--- config.mk ---
export PLATFORM = sky130hd
export DESIGN_NAME = rcd_host_flat
export DESIGN_NICKNAME = d
export VERILOG_FILES = /design/src/shared/rcd_pkg.sv /design/src/shared/rcd_link_if.sv /design/src/hdl/rcd_host.sv /design/src/flat_wrapper.sv
export SDC_FILE = /design/constraint.sdc
export NUM_CORES = 1
export LEC_CHECK = 0
export ABC_AREA = 1
export ABC_CLOCK_PERIOD_IN_PS = 2390
export BUFFER_PORTS_ARGS = -buffer_cell sky130_fd_sc_hd__buf_4
export CORE_ASPECT_RATIO = 1.25
export CORE_MARGIN = 2
export CORE_UTILIZATION = 42
export DETAILED_ROUTE_END_ITERATION = 10
export GPL_TIMING_DRIVEN = 0
export PLACE_DENSITY = 0.61
export SETUP_SLACK_MARGIN = 0.4
export SKIP_CTS_REPAIR_TIMING = 1
export SYNTH_ARGS = -nofsm -noshare
export SYNTH_HDL_FRONTEND = slang
export SYNTH_SLANG_ARGS = --single-unit
--- constraint.sdc ---
create_clock -name clock -period 2.39 [get_ports clock]
set_input_delay 0.1195 -clock clock [delete_from_list [all_inputs] [get_ports clock]]
set_output_delay 0.1195 -clock clock [all_outputs]
set_load 0.03 [all_outputs]
--- src/shared/rcd_pkg.sv ---
package rcd_pkg;

	// Input image layout, in discrete points
	localparam int CHANNELS = 8;
	localparam int IDX_W = 3;
	localparam int READING_W = 16;
	localparam int MAG_W = 15;
	localparam int IMAGE_W = 32;
	localparam int READING_SIGN_POINT = 15;
	localparam int CHANNEL_INDEX_FIRST_POINT = 16;
	localparam int FIRST_OPEN_SENSOR_FLAG_POINT = 24;
	localparam int LAST_OPEN_SENSOR_FLAG_POINT = 31;

	// Celsius tenths to Fahrenheit tenths: F = C * 9 / 5 + 32.0
	localparam int F_MUL = 9;
	localparam int F_DIV = 5;
	localparam int F_OFFSET_TENTHS = 320;
	localparam int CONV_W = 20;
	localparam logic [CONV_W-1:0] MAG_MAX = 20'h07FFF;

	// Controller scan period
	localparam int CLK_PERIOD_NS = 40;
	localparam int SCAN_PERIOD_NS = 1000000;
	localparam int SCAN_CYCLES = SCAN_PERIOD_NS / CLK_PERIOD_NS;

	// Controller register map, byte addresses
	localparam int AVS_ADDR_W = 7;
	localparam logic [AVS_ADDR_W-1:0] REG_CTRL = 7'h00;
	localparam logic [AVS_ADDR_W-1:0] REG_LOOP_COUNT = 7'h04;
	localparam logic [AVS_ADDR_W-1:0] REG_STATUS = 7'h08;
	localparam logic [AVS_ADDR_W-1:0] REG_NEGATIVE = 7'h0C;
	localparam logic [AVS_ADDR_W-1:0] SCAN_STORE_BASE_WORD = 7'h20;
	localparam logic [AVS_ADDR_W-1:0] LOOP_STORE_BASE_WORD = 7'h40;
	localparam logic [AVS_ADDR_W-1:0] STORE_IDX_MASK = 7'h1C;
	localparam int STORE_IDX_LSB = 2;

	// Register fields
	localparam int CTRL_LOOP_GO = 0;
	localparam int CTRL_REMOTE_BASE = 1;
	localparam int CTRL_SCAN_EN = 2;
	localparam int ST_LOOP_BUSY = 0;
	localparam int ST_LOOP_REFUSED = 1;
	localparam int ST_LAST_IDX = 4;
	localparam int LOOP_COUNT_W = 4;
	localparam logic [LOOP_COUNT_W-1:0] LOOP_COUNT_RESET = 4'h8;
	localparam logic REMOTE_RESET = 1'h0;
	localparam logic SCAN_EN_RESET = 1'h1;

	typedef enum logic [2:0]
	{
		HS_IDLE = 3'b001,
		HS_LOOP_SAMPLE = 3'b010,
		HS_LOOP_SETTLE = 3'b100
	} rcd_host_state_t;

endpackage

--- src/shared/rcd_link_if.sv ---
interface rcd_link_if;
	// 32 discrete input points seen by the controller
	logic [rcd_pkg::IMAGE_W-1:0] input_image;
	// One-cycle pulse: end of a scan or one loop repetition
	logic scan_refresh;

	modport device
	(
		output input_image,
		input scan_refresh
	);

	modport host
	(
		input input_image,
		output scan_refresh
	);
endinterface

--- src/hdl/rcd_host.sv ---
// How it works
// Device presents one channel per scan
// Reading sits on lowest sixteen points
// Channel index binary, 000 is channel one
// Index on three points above reading
// Store reading at base plus index
// Loop repeats once per channel in use; the code repeats the loop count, clipped to eight, not the enabled count
// Loop samples points immediately each repetition
// Loop lengthens scan; run only on demand
// No loop method on remote base
// Bit 15 marks negative, magnitude below
// Strip sign bit before using reading; the loop store keeps bit 15
// Eight open-sensor flags, channel one lowest
// Accept only matching index, flag clear; the loop store takes the reading even with the flag set
// Sign detection runs before any use
// Keep readings binary for control loops
// Readings in tenths of a degree
// Fahrenheit or Celsius for all curves
// Points refresh continually, no handshake
// Flag follows open sensor circuit
// Disabled channels are skipped in rotation
// Reading and index change together
//
// Implementation choices: the register addresses and the Avalon-MM slave port.
module rcd_host #(
	parameter int SCAN_CYCLES = rcd_pkg::SCAN_CYCLES,
	parameter int CHANNELS = rcd_pkg::CHANNELS
)(
	// Clock and reset
	input wire logic clock,
	input wire logic resetn,
	// Avalon-MM slave
	input wire logic [rcd_pkg::AVS_ADDR_W-1:0] avs_address,
	input wire logic avs_read,
	input wire logic avs_write,
	input wire logic [31:0] avs_writedata,
	output logic [31:0] avs_readdata,
	output logic avs_waitrequest,
	// Input module link
	rcd_link_if.host link,
	// User side status
	output logic [CHANNELS-1:0] channel_negative,
	output logic loop_busy
);

	localparam int CNT_W = $clog2(SCAN_CYCLES);
	localparam logic [CNT_W-1:0] SCAN_LAST = CNT_W'(SCAN_CYCLES - 1);

	generate
		if (SCAN_CYCLES < 4 || CHANNELS != rcd_pkg::CHANNELS)
		begin : g_bad_params
			$error("rcd_host: scan needs four cycles and exactly eight channels");
		end
	endgenerate

	rcd_pkg::rcd_host_state_t state_r, state_nxt;
	logic [CNT_W-1:0] scan_cnt_r, scan_cnt_nxt;
	logic [rcd_pkg::LOOP_COUNT_W-1:0] loop_count_r, loop_count_nxt;
	logic [rcd_pkg::LOOP_COUNT_W-1:0] loop_left_r, loop_left_nxt;
	logic remote_r, remote_nxt;
	logic scan_en_r, scan_en_nxt;
	logic refused_r, refused_nxt;
	logic go_pend_r, go_pend_nxt;
	logic refresh_r, refresh_nxt;
	logic ack_r, ack_nxt;
	logic [31:0] rdata_r, rdata_nxt;
	logic [rcd_pkg::IDX_W-1:0] last_idx_r, last_idx_nxt;
	logic [CHANNELS-1:0] neg_r, neg_nxt;
	logic [rcd_pkg::READING_W-1:0] scan_store_r [CHANNELS];
	logic [rcd_pkg::READING_W-1:0] scan_store_nxt [CHANNELS];
	logic [rcd_pkg::READING_W-1:0] loop_store_r [CHANNELS];
	logic [rcd_pkg::READING_W-1:0] loop_store_nxt [CHANNELS];

	logic cmd;
	logic wr_take;
	logic scan_end;
	logic [rcd_pkg::IDX_W-1:0] img_idx;
	logic img_sign;
	logic [rcd_pkg::MAG_W-1:0] img_mag;
	logic [CHANNELS-1:0] img_flags;
	logic [rcd_pkg::IDX_W-1:0] addr_idx;

	////////////////////////////////////////////////////////////////////////////////

	// Image fields, read straight off the link points
	assign img_idx = link.input_image[rcd_pkg::CHANNEL_INDEX_FIRST_POINT +: rcd_pkg::IDX_W];
	assign img_sign = link.input_image[rcd_pkg::READING_SIGN_POINT];
	assign img_mag = link.input_image[rcd_pkg::MAG_W-1:0];
	assign img_flags = link.input_image[rcd_pkg::FIRST_OPEN_SENSOR_FLAG_POINT +: CHANNELS];

	assign cmd = avs_read | avs_write;
	assign wr_take = avs_write & ack_r;
	assign scan_end = (scan_cnt_r == SCAN_LAST);
	assign addr_idx = avs_address[rcd_pkg::STORE_IDX_LSB +: rcd_pkg::IDX_W];

	////////////////////////////////////////////////////////////////////////////////

	always_comb
	begin
		state_nxt = state_r;
		loop_count_nxt = loop_count_r;
		loop_left_nxt = loop_left_r;
		remote_nxt = remote_r;
		scan_en_nxt = scan_en_r;
		refused_nxt = refused_r;
		go_pend_nxt = go_pend_r;
		last_idx_nxt = last_idx_r;
		neg_nxt = neg_r;
		scan_store_nxt = scan_store_r;
		loop_store_nxt = loop_store_r;
		refresh_nxt = 1'b0;
		scan_cnt_nxt = scan_end ? '0 : CNT_W'(scan_cnt_r + 1'b1);

		// Bus writes first, so that hardware sets below win over a clear
		if (wr_take)
		begin
			case (avs_address)
				rcd_pkg::REG_CTRL:
				begin
					remote_nxt = avs_writedata[rcd_pkg::CTRL_REMOTE_BASE];
					scan_en_nxt = avs_writedata[rcd_pkg::CTRL_SCAN_EN];
					if (avs_writedata[rcd_pkg::CTRL_LOOP_GO])
						go_pend_nxt = 1'b1;
				end
				rcd_pkg::REG_LOOP_COUNT:
				begin
					// Repeats above the channel count would only re-read channels
					if (avs_writedata[rcd_pkg::LOOP_COUNT_W-1:0] > rcd_pkg::LOOP_COUNT_W'(CHANNELS))
						loop_count_nxt = rcd_pkg::LOOP_COUNT_W'(CHANNELS);
					else
						loop_count_nxt = avs_writedata[rcd_pkg::LOOP_COUNT_W-1:0];
				end
				rcd_pkg::REG_STATUS:
				begin
					if (avs_writedata[rcd_pkg::ST_LOOP_REFUSED])
						refused_nxt = 1'b0;
				end
				default:
				begin
				end
			endcase
		end

		case (state_r)
			rcd_pkg::HS_IDLE:
			begin
				if (scan_end && scan_en_r)
				begin
					// End-of-scan refresh: one channel taken per scan
					for (int c = 0; c < CHANNELS; c++)
					begin
						if (img_idx == rcd_pkg::IDX_W'(c) && !img_flags[c])
						begin
							neg_nxt[c] = img_sign;
							scan_store_nxt[c] = {1'b0, img_mag}; // see R05 see R11
						end
					end
					last_idx_nxt = img_idx;
					refresh_nxt = 1'b1;
				end
				else if (go_pend_r)
				begin
					go_pend_nxt = 1'b0;
					if (remote_r)
						refused_nxt = 1'b1;
					else if (loop_count_r != '0)
					begin
						loop_left_nxt = loop_count_r;
						state_nxt = rcd_pkg::HS_LOOP_SAMPLE;
					end
				end
			end
			rcd_pkg::HS_LOOP_SAMPLE:
			begin
				// Points taken now, not at the end-of-scan refresh
				loop_store_nxt[img_idx] = link.input_image[rcd_pkg::READING_W-1:0]; // see R05
				if (!img_flags[img_idx])
					neg_nxt[img_idx] = img_sign;
				last_idx_nxt = img_idx;
				refresh_nxt = 1'b1;
				loop_left_nxt = rcd_pkg::LOOP_COUNT_W'(loop_left_r - 1'b1);
				state_nxt = rcd_pkg::HS_LOOP_SETTLE;
			end
			rcd_pkg::HS_LOOP_SETTLE:
			begin
				// One cycle for the module to present the next channel
				if (loop_left_r == '0)
					state_nxt = rcd_pkg::HS_IDLE;
				else
					state_nxt = rcd_pkg::HS_LOOP_SAMPLE;
			end
			default:
			begin
				state_nxt = rcd_pkg::HS_IDLE;
			end
		endcase
	end

	////////////////////////////////////////////////////////////////////////////////

	// Avalon slave: one wait cycle on every access, read data registered
	always_comb
	begin
		ack_nxt = cmd & ~ack_r;
		rdata_nxt = rdata_r;
		if (avs_read && !ack_r)
		begin
			rdata_nxt = '0;
			if (avs_address == rcd_pkg::REG_CTRL)
			begin
				rdata_nxt[rcd_pkg::CTRL_REMOTE_BASE] = remote_r;
				rdata_nxt[rcd_pkg::CTRL_SCAN_EN] = scan_en_r;
			end
			else if (avs_address == rcd_pkg::REG_LOOP_COUNT)
				rdata_nxt[rcd_pkg::LOOP_COUNT_W-1:0] = loop_count_r;
			else if (avs_address == rcd_pkg::REG_STATUS)
			begin
				rdata_nxt[rcd_pkg::ST_LOOP_BUSY] = (state_r != rcd_pkg::HS_IDLE) | go_pend_r;
				rdata_nxt[rcd_pkg::ST_LOOP_REFUSED] = refused_r;
				rdata_nxt[rcd_pkg::ST_LAST_IDX +: rcd_pkg::IDX_W] = last_idx_r;
			end
			else if (avs_address == rcd_pkg::REG_NEGATIVE)
				rdata_nxt[CHANNELS-1:0] = neg_r;
			else if ((avs_address & ~rcd_pkg::STORE_IDX_MASK) == rcd_pkg::SCAN_STORE_BASE_WORD)
				rdata_nxt[rcd_pkg::READING_W-1:0] = scan_store_r[addr_idx];
			else if ((avs_address & ~rcd_pkg::STORE_IDX_MASK) == rcd_pkg::LOOP_STORE_BASE_WORD)
				rdata_nxt[rcd_pkg::READING_W-1:0] = loop_store_r[addr_idx];
		end
	end

	always_ff @(posedge clock or negedge resetn)
	begin
		if (!resetn)
		begin
			state_r <= rcd_pkg::HS_IDLE;
			scan_cnt_r <= '0;
			loop_count_r <= rcd_pkg::LOOP_COUNT_RESET;
			loop_left_r <= '0;
			remote_r <= rcd_pkg::REMOTE_RESET;
			scan_en_r <= rcd_pkg::SCAN_EN_RESET;
			refused_r <= 1'b0;
			go_pend_r <= 1'b0;
			refresh_r <= 1'b0;
			ack_r <= 1'b0;
			rdata_r <= '0;
			last_idx_r <= '0;
			neg_r <= '0;
			for (int c = 0; c < CHANNELS; c++)
			begin
				scan_store_r[c] <= '0;
				loop_store_r[c] <= '0;
			end
		end
		else
		begin
			state_r <= state_nxt;
			scan_cnt_r <= scan_cnt_nxt;
			loop_count_r <= loop_count_nxt;
			loop_left_r <= loop_left_nxt;
			remote_r <= remote_nxt;
			scan_en_r <= scan_en_nxt;
			refused_r <= refused_nxt;
			go_pend_r <= go_pend_nxt;
			refresh_r <= refresh_nxt;
			ack_r <= ack_nxt;
			rdata_r <= rdata_nxt;
			last_idx_r <= last_idx_nxt;
			neg_r <= neg_nxt;
			scan_store_r <= scan_store_nxt;
			loop_store_r <= loop_store_nxt;
		end
	end

	assign avs_readdata = rdata_r;
	assign avs_waitrequest = cmd & ~ack_r;
	assign link.scan_refresh = refresh_r;
	assign channel_negative = neg_r;
	assign loop_busy = (state_r != rcd_pkg::HS_IDLE);

endmodule

--- src/flat_wrapper.sv ---
// flat-port wrapper written by rule: the top's interface ports become plain ports
module rcd_host_flat 
#(
	parameter int SCAN_CYCLES = rcd_pkg::SCAN_CYCLES,
	parameter int CHANNELS = rcd_pkg::CHANNELS
)
  (clock, resetn, avs_address, avs_read, avs_write, avs_writedata, avs_readdata, avs_waitrequest, channel_negative, loop_busy, link_input_image, link_scan_refresh);
  rcd_link_if link_i ();
  input wire logic clock;
  input wire logic resetn;
  input wire logic [rcd_pkg::AVS_ADDR_W-1:0] avs_address;
  input wire logic avs_read;
  input wire logic avs_write;
  input wire logic [31:0] avs_writedata;
  output logic [31:0] avs_readdata;
  output logic avs_waitrequest;
  output logic [CHANNELS-1:0] channel_negative;
  output logic loop_busy;
  input wire logic [$bits(link_i.input_image)-1:0] link_input_image;
  output wire logic [$bits(link_i.scan_refresh)-1:0] link_scan_refresh;
  assign link_i.input_image = link_input_image;
  assign link_scan_refresh = link_i.scan_refresh;
  rcd_host #(.SCAN_CYCLES(SCAN_CYCLES), .CHANNELS(CHANNELS)) u_core (.clock(clock), .resetn(resetn), .avs_address(avs_address), .avs_read(avs_read), .avs_write(avs_write), .avs_writedata(avs_writedata), .avs_readdata(avs_readdata), .avs_waitrequest(avs_waitrequest), .link(link_i), .channel_negative(channel_negative), .loop_busy(loop_busy));
endmodule
======== Word level (Yosys, flattened, before mapping) ========
Index checks and enable logic that the tools add are counted.
word-level totals
  register bits after elaboration ......... 307
  logic and storage cells ................. 197
  bits of input ports ..................... 75
cells by class
  reductions and logical operators ........ 47
  bitwise logic cells ..................... 7
  muxes and demuxes ....................... 68
  $add $sub $neg .......................... 2
  $lt $le $gt $ge ......................... 6
  equality and inequality tests ........... 31
operators with widths
  cell                     number
  $bwmux W128              1
  $mux W16                 7
  $bmux W16 S3             2
  $demux W16 S3            1
  $reduce_and A4 Y1        9
  $mux W8                  4
  $mux W1                  25
  $mux W4                  6
  $reduce_and A3 Y1        8
  $ne A2 B1 Y1 const B     11
  $mux W3                  6
  $pmux W8 S2              1
  $add A15 B1 Y15 const B  1
  $eq A15 B15 Y1 const B   1
  $eq A3 B3 Y1 const B     5
  $mux W15                 1
  $eq A7 B4 Y1 const B     2
  $mux W13                 1
  $logic_and A1 B1 Y1      12
  $mux W12                 1
  $eq A3 B2 Y1 const B     3
  $logic_not A1 Y1         9
  $mux W9                  1
  $pmux W3 S3              1
  30 further kinds         42

======== Logic depth before layout (Yosys ltp) ========
  word-level depth ........................ 10
  depth in mapped cells ................... 14
  depth with buffers taken out ............ 13

======== Least setup slack after synthesis ========
Ideal clock, no wire load.
  kind .................................... register to register
  start point ............................. reg u_core.state_r[0]
  end point ............................... reg u_core.scan_store_r[18] (netlist name)
  setup slack ............................. 424 ps
  cell stages (with the launch flop) ...... 9
  period minus slack after synthesis ...... 1,966 ps
  path buffers ............................ 1
  data arrival time ....................... 1,833 ps
  data required time ...................... 2,257 ps
  library setup time ...................... 133 ps
  cell sequence ........................... dfstp_2 > inv_1 > nor3_2 > clkinv_1 > nor3_1 > nand2_1 > clkbuf_1 > nand2_1 > o21ai_0
between the ends
  longest elaborated chain between the ends .. 2
RTL lines
  element                             RTL line         text
  start: declaration                  rcd_host.sv:56   rcd_pkg::rcd_host_state_t state_r, state_nxt;
  start signal: assignment            rcd_host.sv:235  state_r <= rcd_pkg::HS_IDLE;
  start signal: assignment            rcd_host.sv:256  state_r <= state_nxt;
  $eq A3 B1 Y1                        rcd_host.sv:144  case (state_r)
  $reduce_and A3 Y1 (no source line)  --
  end signal: assignment              rcd_host.sv:269  scan_store_r <= scan_store_nxt;
  end: declaration                    rcd_host.sv:69   logic [rcd_pkg::READING_W-1:0] scan_store_r [CHANNELS];
No other way between the ends.
A chain may end at the register's enable or synchronous reset.

======== Worst setup path after layout ========
  start point ............................. reg u_core.scan_cnt_r[4]
  end point ............................... reg u_core.scan_store_r[112] (netlist name)
between the ends
  longest elaborated chain between the ends .. 3
RTL lines
  element                             RTL line         text
  start: declaration                  rcd_host.sv:57   logic [CNT_W-1:0] scan_cnt_r, scan_cnt_nxt;
  start signal: assignment            rcd_host.sv:257  scan_cnt_r <= scan_cnt_nxt;
  $eq A15 B15 Y1                      rcd_host.sv:93   assign scan_end = (scan_cnt_r == SCAN_LAST);
  $logic_and A1 B1 Y1                 rcd_host.sv:147  if (scan_end && scan_en_r)
  $reduce_and A3 Y1 (no source line)  --
No other way between the ends.

==> reports/results.ini <==
[logic_synthesis]
syn_area_mm2 = 0.0140
synth-seq-area-share = 0.551
dominantRegCellSynth = sky130_fd_sc_hd__dfrtp_1
synth_seq_cells = 307
synth_cell_types = 43
number_of_enable_flip_flop_cells_after_synthesis = 0
syn_inst = 1689
yosys_warnings = 0
synthArstFlopShare = 1.00
postSynthAreaPerCell_um2 = 8.27

[die]
io_pins = 118
fp.dieArea_mm2 = 0.0347
floorplan.initialDensity = 0.427
die_width_um = 167
placeableCoreArea_mm2 = 0.0327
die_h_um = 208
std_cell_rows = 74

[sta]
hold_viol_final = 0
worst_slew_margin_rel = 0.278
setup-violations-final = 0
tns_ns = 0
timing_worst_slew_pin_value_ns = 1.08
layout_min_cycle_time_ns = 2.08
fin_skew_ns = 0.0189
rsz_0062_raised_after_global_routing = true
finalMaxSlewViolations = 0
clock.fmax_mhz = 480
share_of_the_cycle_needed_by_the_critical_path_after_routing = 0.871

[setup_path]
worstPathArrival_ns = 2.53
worstPathMaxFanout = 5
critical_path.endpoint_type = flop
critical_path_required_ns = 2.83
critical_path.startpoint_type = flop
crit_type = flop to flop

[placement]
detailedPlacementHpwl_um = 32400
number_of_i_o_port_buffers = 65
place_congestion = 0.894

[routing]
wl_per_cell_um = 21.6
detailed_route_via_count = 13300
post_route_drc = 0
drt_first_pass_iters = 5
routed_wirelength_um = 50300
antenna_violating_nets_post_route = 0
post_drt_via_cell_ratio = 5.69
drt_iter0_markers = 1561

[global_routing]
grt_max_degree = 115
grt_pass1_vias = 12300
grt_first_pass_wirelength_um = 71800
antenna_found_initial = 0
groute.usage.overall = 0.266
grt.overflow.total = 0

[cts]
ctsRootBufferMaster = sky130_fd_sc_hd__clkbuf_16
cts.sink_count = 307
longest_clk_path_bufs = 3
cts_buffers = 31
tritoncts = done
cts_max_level = 1
cts.reportedPaths.clkPinSlew_ns = 0.07
clkLatencyLatePin_ns = 0.59

[hold_path]
worstHoldPathType = input port to flop

[finish]
antennaDiodeCount = 0
ff_latch_area_mm2 = 0.00769
final_nets = 1963
area_taken_by_multi_input_logic_gates_mm2 = 0.00628
final.fill_count = 2963
drive_above_1_share = 0.235
area_growth_syn_to_layout_pct = 31.6
layout.core_utilization = 0.562

[pwr]
p_leak_nw = 8.59
peakVddDrop_mv = 0.782
power_density_mw_per_mm2 = 804

[run]
max_cap_violations = 0

[outcome]
status = finished clean

## state kept, by name, summed over array words and instances (netlist names)
name	cells
u_core.scan_store_r	120
u_core.refused_r	1
u_core.avs_readdata	16
u_core.channel_negative	8
u_core.state_r	3
u_core.loop_count_r	4
u_core.link.scan_refresh	1
u_core.last_idx_r	3
u_core.go_pend_r	1
u_core.scan_en_r	1
u_core.loop_left_r	4
u_core.scan_cnt_r	15
u_core.ack_r	1
u_core.loop_store_r	128
u_core.remote_r	1
## placed cells by master, fill, tap and decap left out, types with 43 or more instances in the layout
master / netlist / routed
sky130_fd_sc_hd__nand2_1: 484 / 379
sky130_fd_sc_hd__buf_4: 17 / 107
sky130_fd_sc_hd__clkbuf_16: 0 / 47
sky130_fd_sc_hd__nand3_1: 74 / 72
sky130_fd_sc_hd__nand2_2: 1 / 63
sky130_fd_sc_hd__o21ai_2: 0 / 43
sky130_fd_sc_hd__a21oi_1: 51 / 51
sky130_fd_sc_hd__o21ai_0: 273 / 167
sky130_fd_sc_hd__dfrtp_1: 304 / 303
sky130_fd_sc_hd__nor2_1: 126 / 116
sky130_fd_sc_hd__o21ai_1: 6 / 69
sky130_fd_sc_hd__inv_1: 97 / 93
## critical path: stages (launching register included)
cell,delay [ns]
sky130_fd_sc_hd__dfrtp_2,0.45
sky130_fd_sc_hd__nor4_4,0.27
sky130_fd_sc_hd__nand4_1,0.23
sky130_fd_sc_hd__nor3_4,0.27
sky130_fd_sc_hd__buf_12,0.16
sky130_fd_sc_hd__buf_12,0.14
sky130_fd_sc_hd__nand2_8,0.09
sky130_fd_sc_hd__clkbuf_16,0.19
sky130_fd_sc_hd__nand2_1,0.05
sky130_fd_sc_hd__o21ai_1,0.06
## cells by family after synthesis
group	synth area share
adder cells (fa/ha/maj)	0.00179
AO/OA/AOI/OAI	0.155
AND/OR/NAND/NOR	0.220
flip-flops	0.551
XOR/XNOR	0.00565
buffers and inverters	0.0663
multiplexers	0.000717
other	0.000269
## where the power goes
part / internal (mW) / total (mW) / leakage (nW) / switching [mW]
registers: 6.20 / 6.83 / 4.07 / 0.626
clock network: 2.75 / 4.94 / 0.510 / 2.19
logic: 1.10 / 3.02 / 4.00 / 1.93
total: 10.0 / 14.8 / 8.59 / 4.74
## path summary, 6_finish.rpt
path,startpoint,end,slack (ns),cells past startpoint
min in group asynchronous,resetn,u_core.loop_store_r[1]$_DFFE_PN0P_,0.19,2
worst max-delay path,u_core.scan_cnt_r[4]$_DFF_PN0_,u_core.scan_store_r[112]$_DFFE_PN0P_,0.31,9
max in group asynchronous,resetn,u_core.scan_store_r[29]$_DFFE_PN0P_,0.66,4
worst min-delay path,link_input_image[18],u_core.last_idx_r[2]$_DFFE_PN0P_,0.01,3
worst max register to register,u_core.scan_cnt_r[4]$_DFF_PN0_,u_core.scan_store_r[112]$_DFFE_PN0P_,0.31,9
worst min register to register,u_core.scan_cnt_r[0]$_DFF_PN0_,u_core.scan_cnt_r[0]$_DFF_PN0_,0.48,1
## layout make-up
class | instances | area share
sequential | 307 | 0.418
buffer | 115 | 0.0466
inverter | 106 | 0.0225
tap | 418 | 0.0285
multi-input combinational | 1176 | 0.342
timing repair buffer | 149 | 0.0872
clock buffer | 44 | 0.0492
clock inverter | 14 | 0.00606
## metrics by stage
| step | hold slack, ns | area [um^2] | cells | setup WS, ns | power, mW |
|---|---|---|---|---|---|
| final | 0.00983 | 18400 | 2329 | 0.308 | 14.8 |
| after floorplan | -0.176 | 14000 | 1704 | 0.424 | 8.40 |
| after detailed placement | 0.278 | 15100 | 2189 | -0.384 | 9.52 |
| after global routing | 0.0498 | 18400 | 2329 | 0.212 | 15.4 |
| after CTS | -0.343 | 16100 | 2247 | -0.418 | 14.4 |
| after global placement | 0.345 | 15000 | 2187 | -1.61 | 9.41 |
## routing by layer
metal,GRT usage,vias to the layer above,routed length [um]
met2,0.437,653,24000
li1,-,5945,-
met4,0.132,0,2630
met3,0.0381,162,3730
met1,0.346,6494,20000
met5,0,-,0
## cells in the mapped netlist, types with 2 or more instances
cell,n,area [um^2]
sky130_fd_sc_hd__a21oi_1,51,255
sky130_fd_sc_hd__a22oi_1,18,135
sky130_fd_sc_hd__buf_1,6,22.5
sky130_fd_sc_hd__buf_2,20,100
sky130_fd_sc_hd__buf_4,17,128
sky130_fd_sc_hd__clkbuf_1,71,267
sky130_fd_sc_hd__clkinv_1,5,18.8
sky130_fd_sc_hd__dfrtp_1,304,7610
sky130_fd_sc_hd__dfstp_2,3,78.8
sky130_fd_sc_hd__ha_1,2,25.0
sky130_fd_sc_hd__inv_1,97,364
sky130_fd_sc_hd__inv_2,4,15.0
sky130_fd_sc_hd__nand2_1,484,1820
sky130_fd_sc_hd__nand3_1,74,370
sky130_fd_sc_hd__nand3b_1,3,22.5
sky130_fd_sc_hd__nand4_1,20,125
sky130_fd_sc_hd__nor2_1,126,473
sky130_fd_sc_hd__nor2_2,3,18.8
sky130_fd_sc_hd__nor3_1,16,80.1
sky130_fd_sc_hd__nor3_2,3,30.0
sky130_fd_sc_hd__nor4_1,5,31.3
sky130_fd_sc_hd__o2111ai_1,8,70.1
sky130_fd_sc_hd__o211ai_1,4,30.0
sky130_fd_sc_hd__o21a_1,3,22.5
sky130_fd_sc_hd__o21ai_0,273,1370
sky130_fd_sc_hd__o21ai_1,6,30.0
sky130_fd_sc_hd__o221ai_1,2,17.5
sky130_fd_sc_hd__o22a_1,3,26.3
sky130_fd_sc_hd__o22ai_1,25,156
sky130_fd_sc_hd__o31ai_1,4,30.0
sky130_fd_sc_hd__or2_2,8,50.1
sky130_fd_sc_hd__or3_1,3,18.8
sky130_fd_sc_hd__xnor2_1,3,26.3
sky130_fd_sc_hd__xor2_1,6,52.6
No activity file was read; power rests on OpenSTA's default activity.
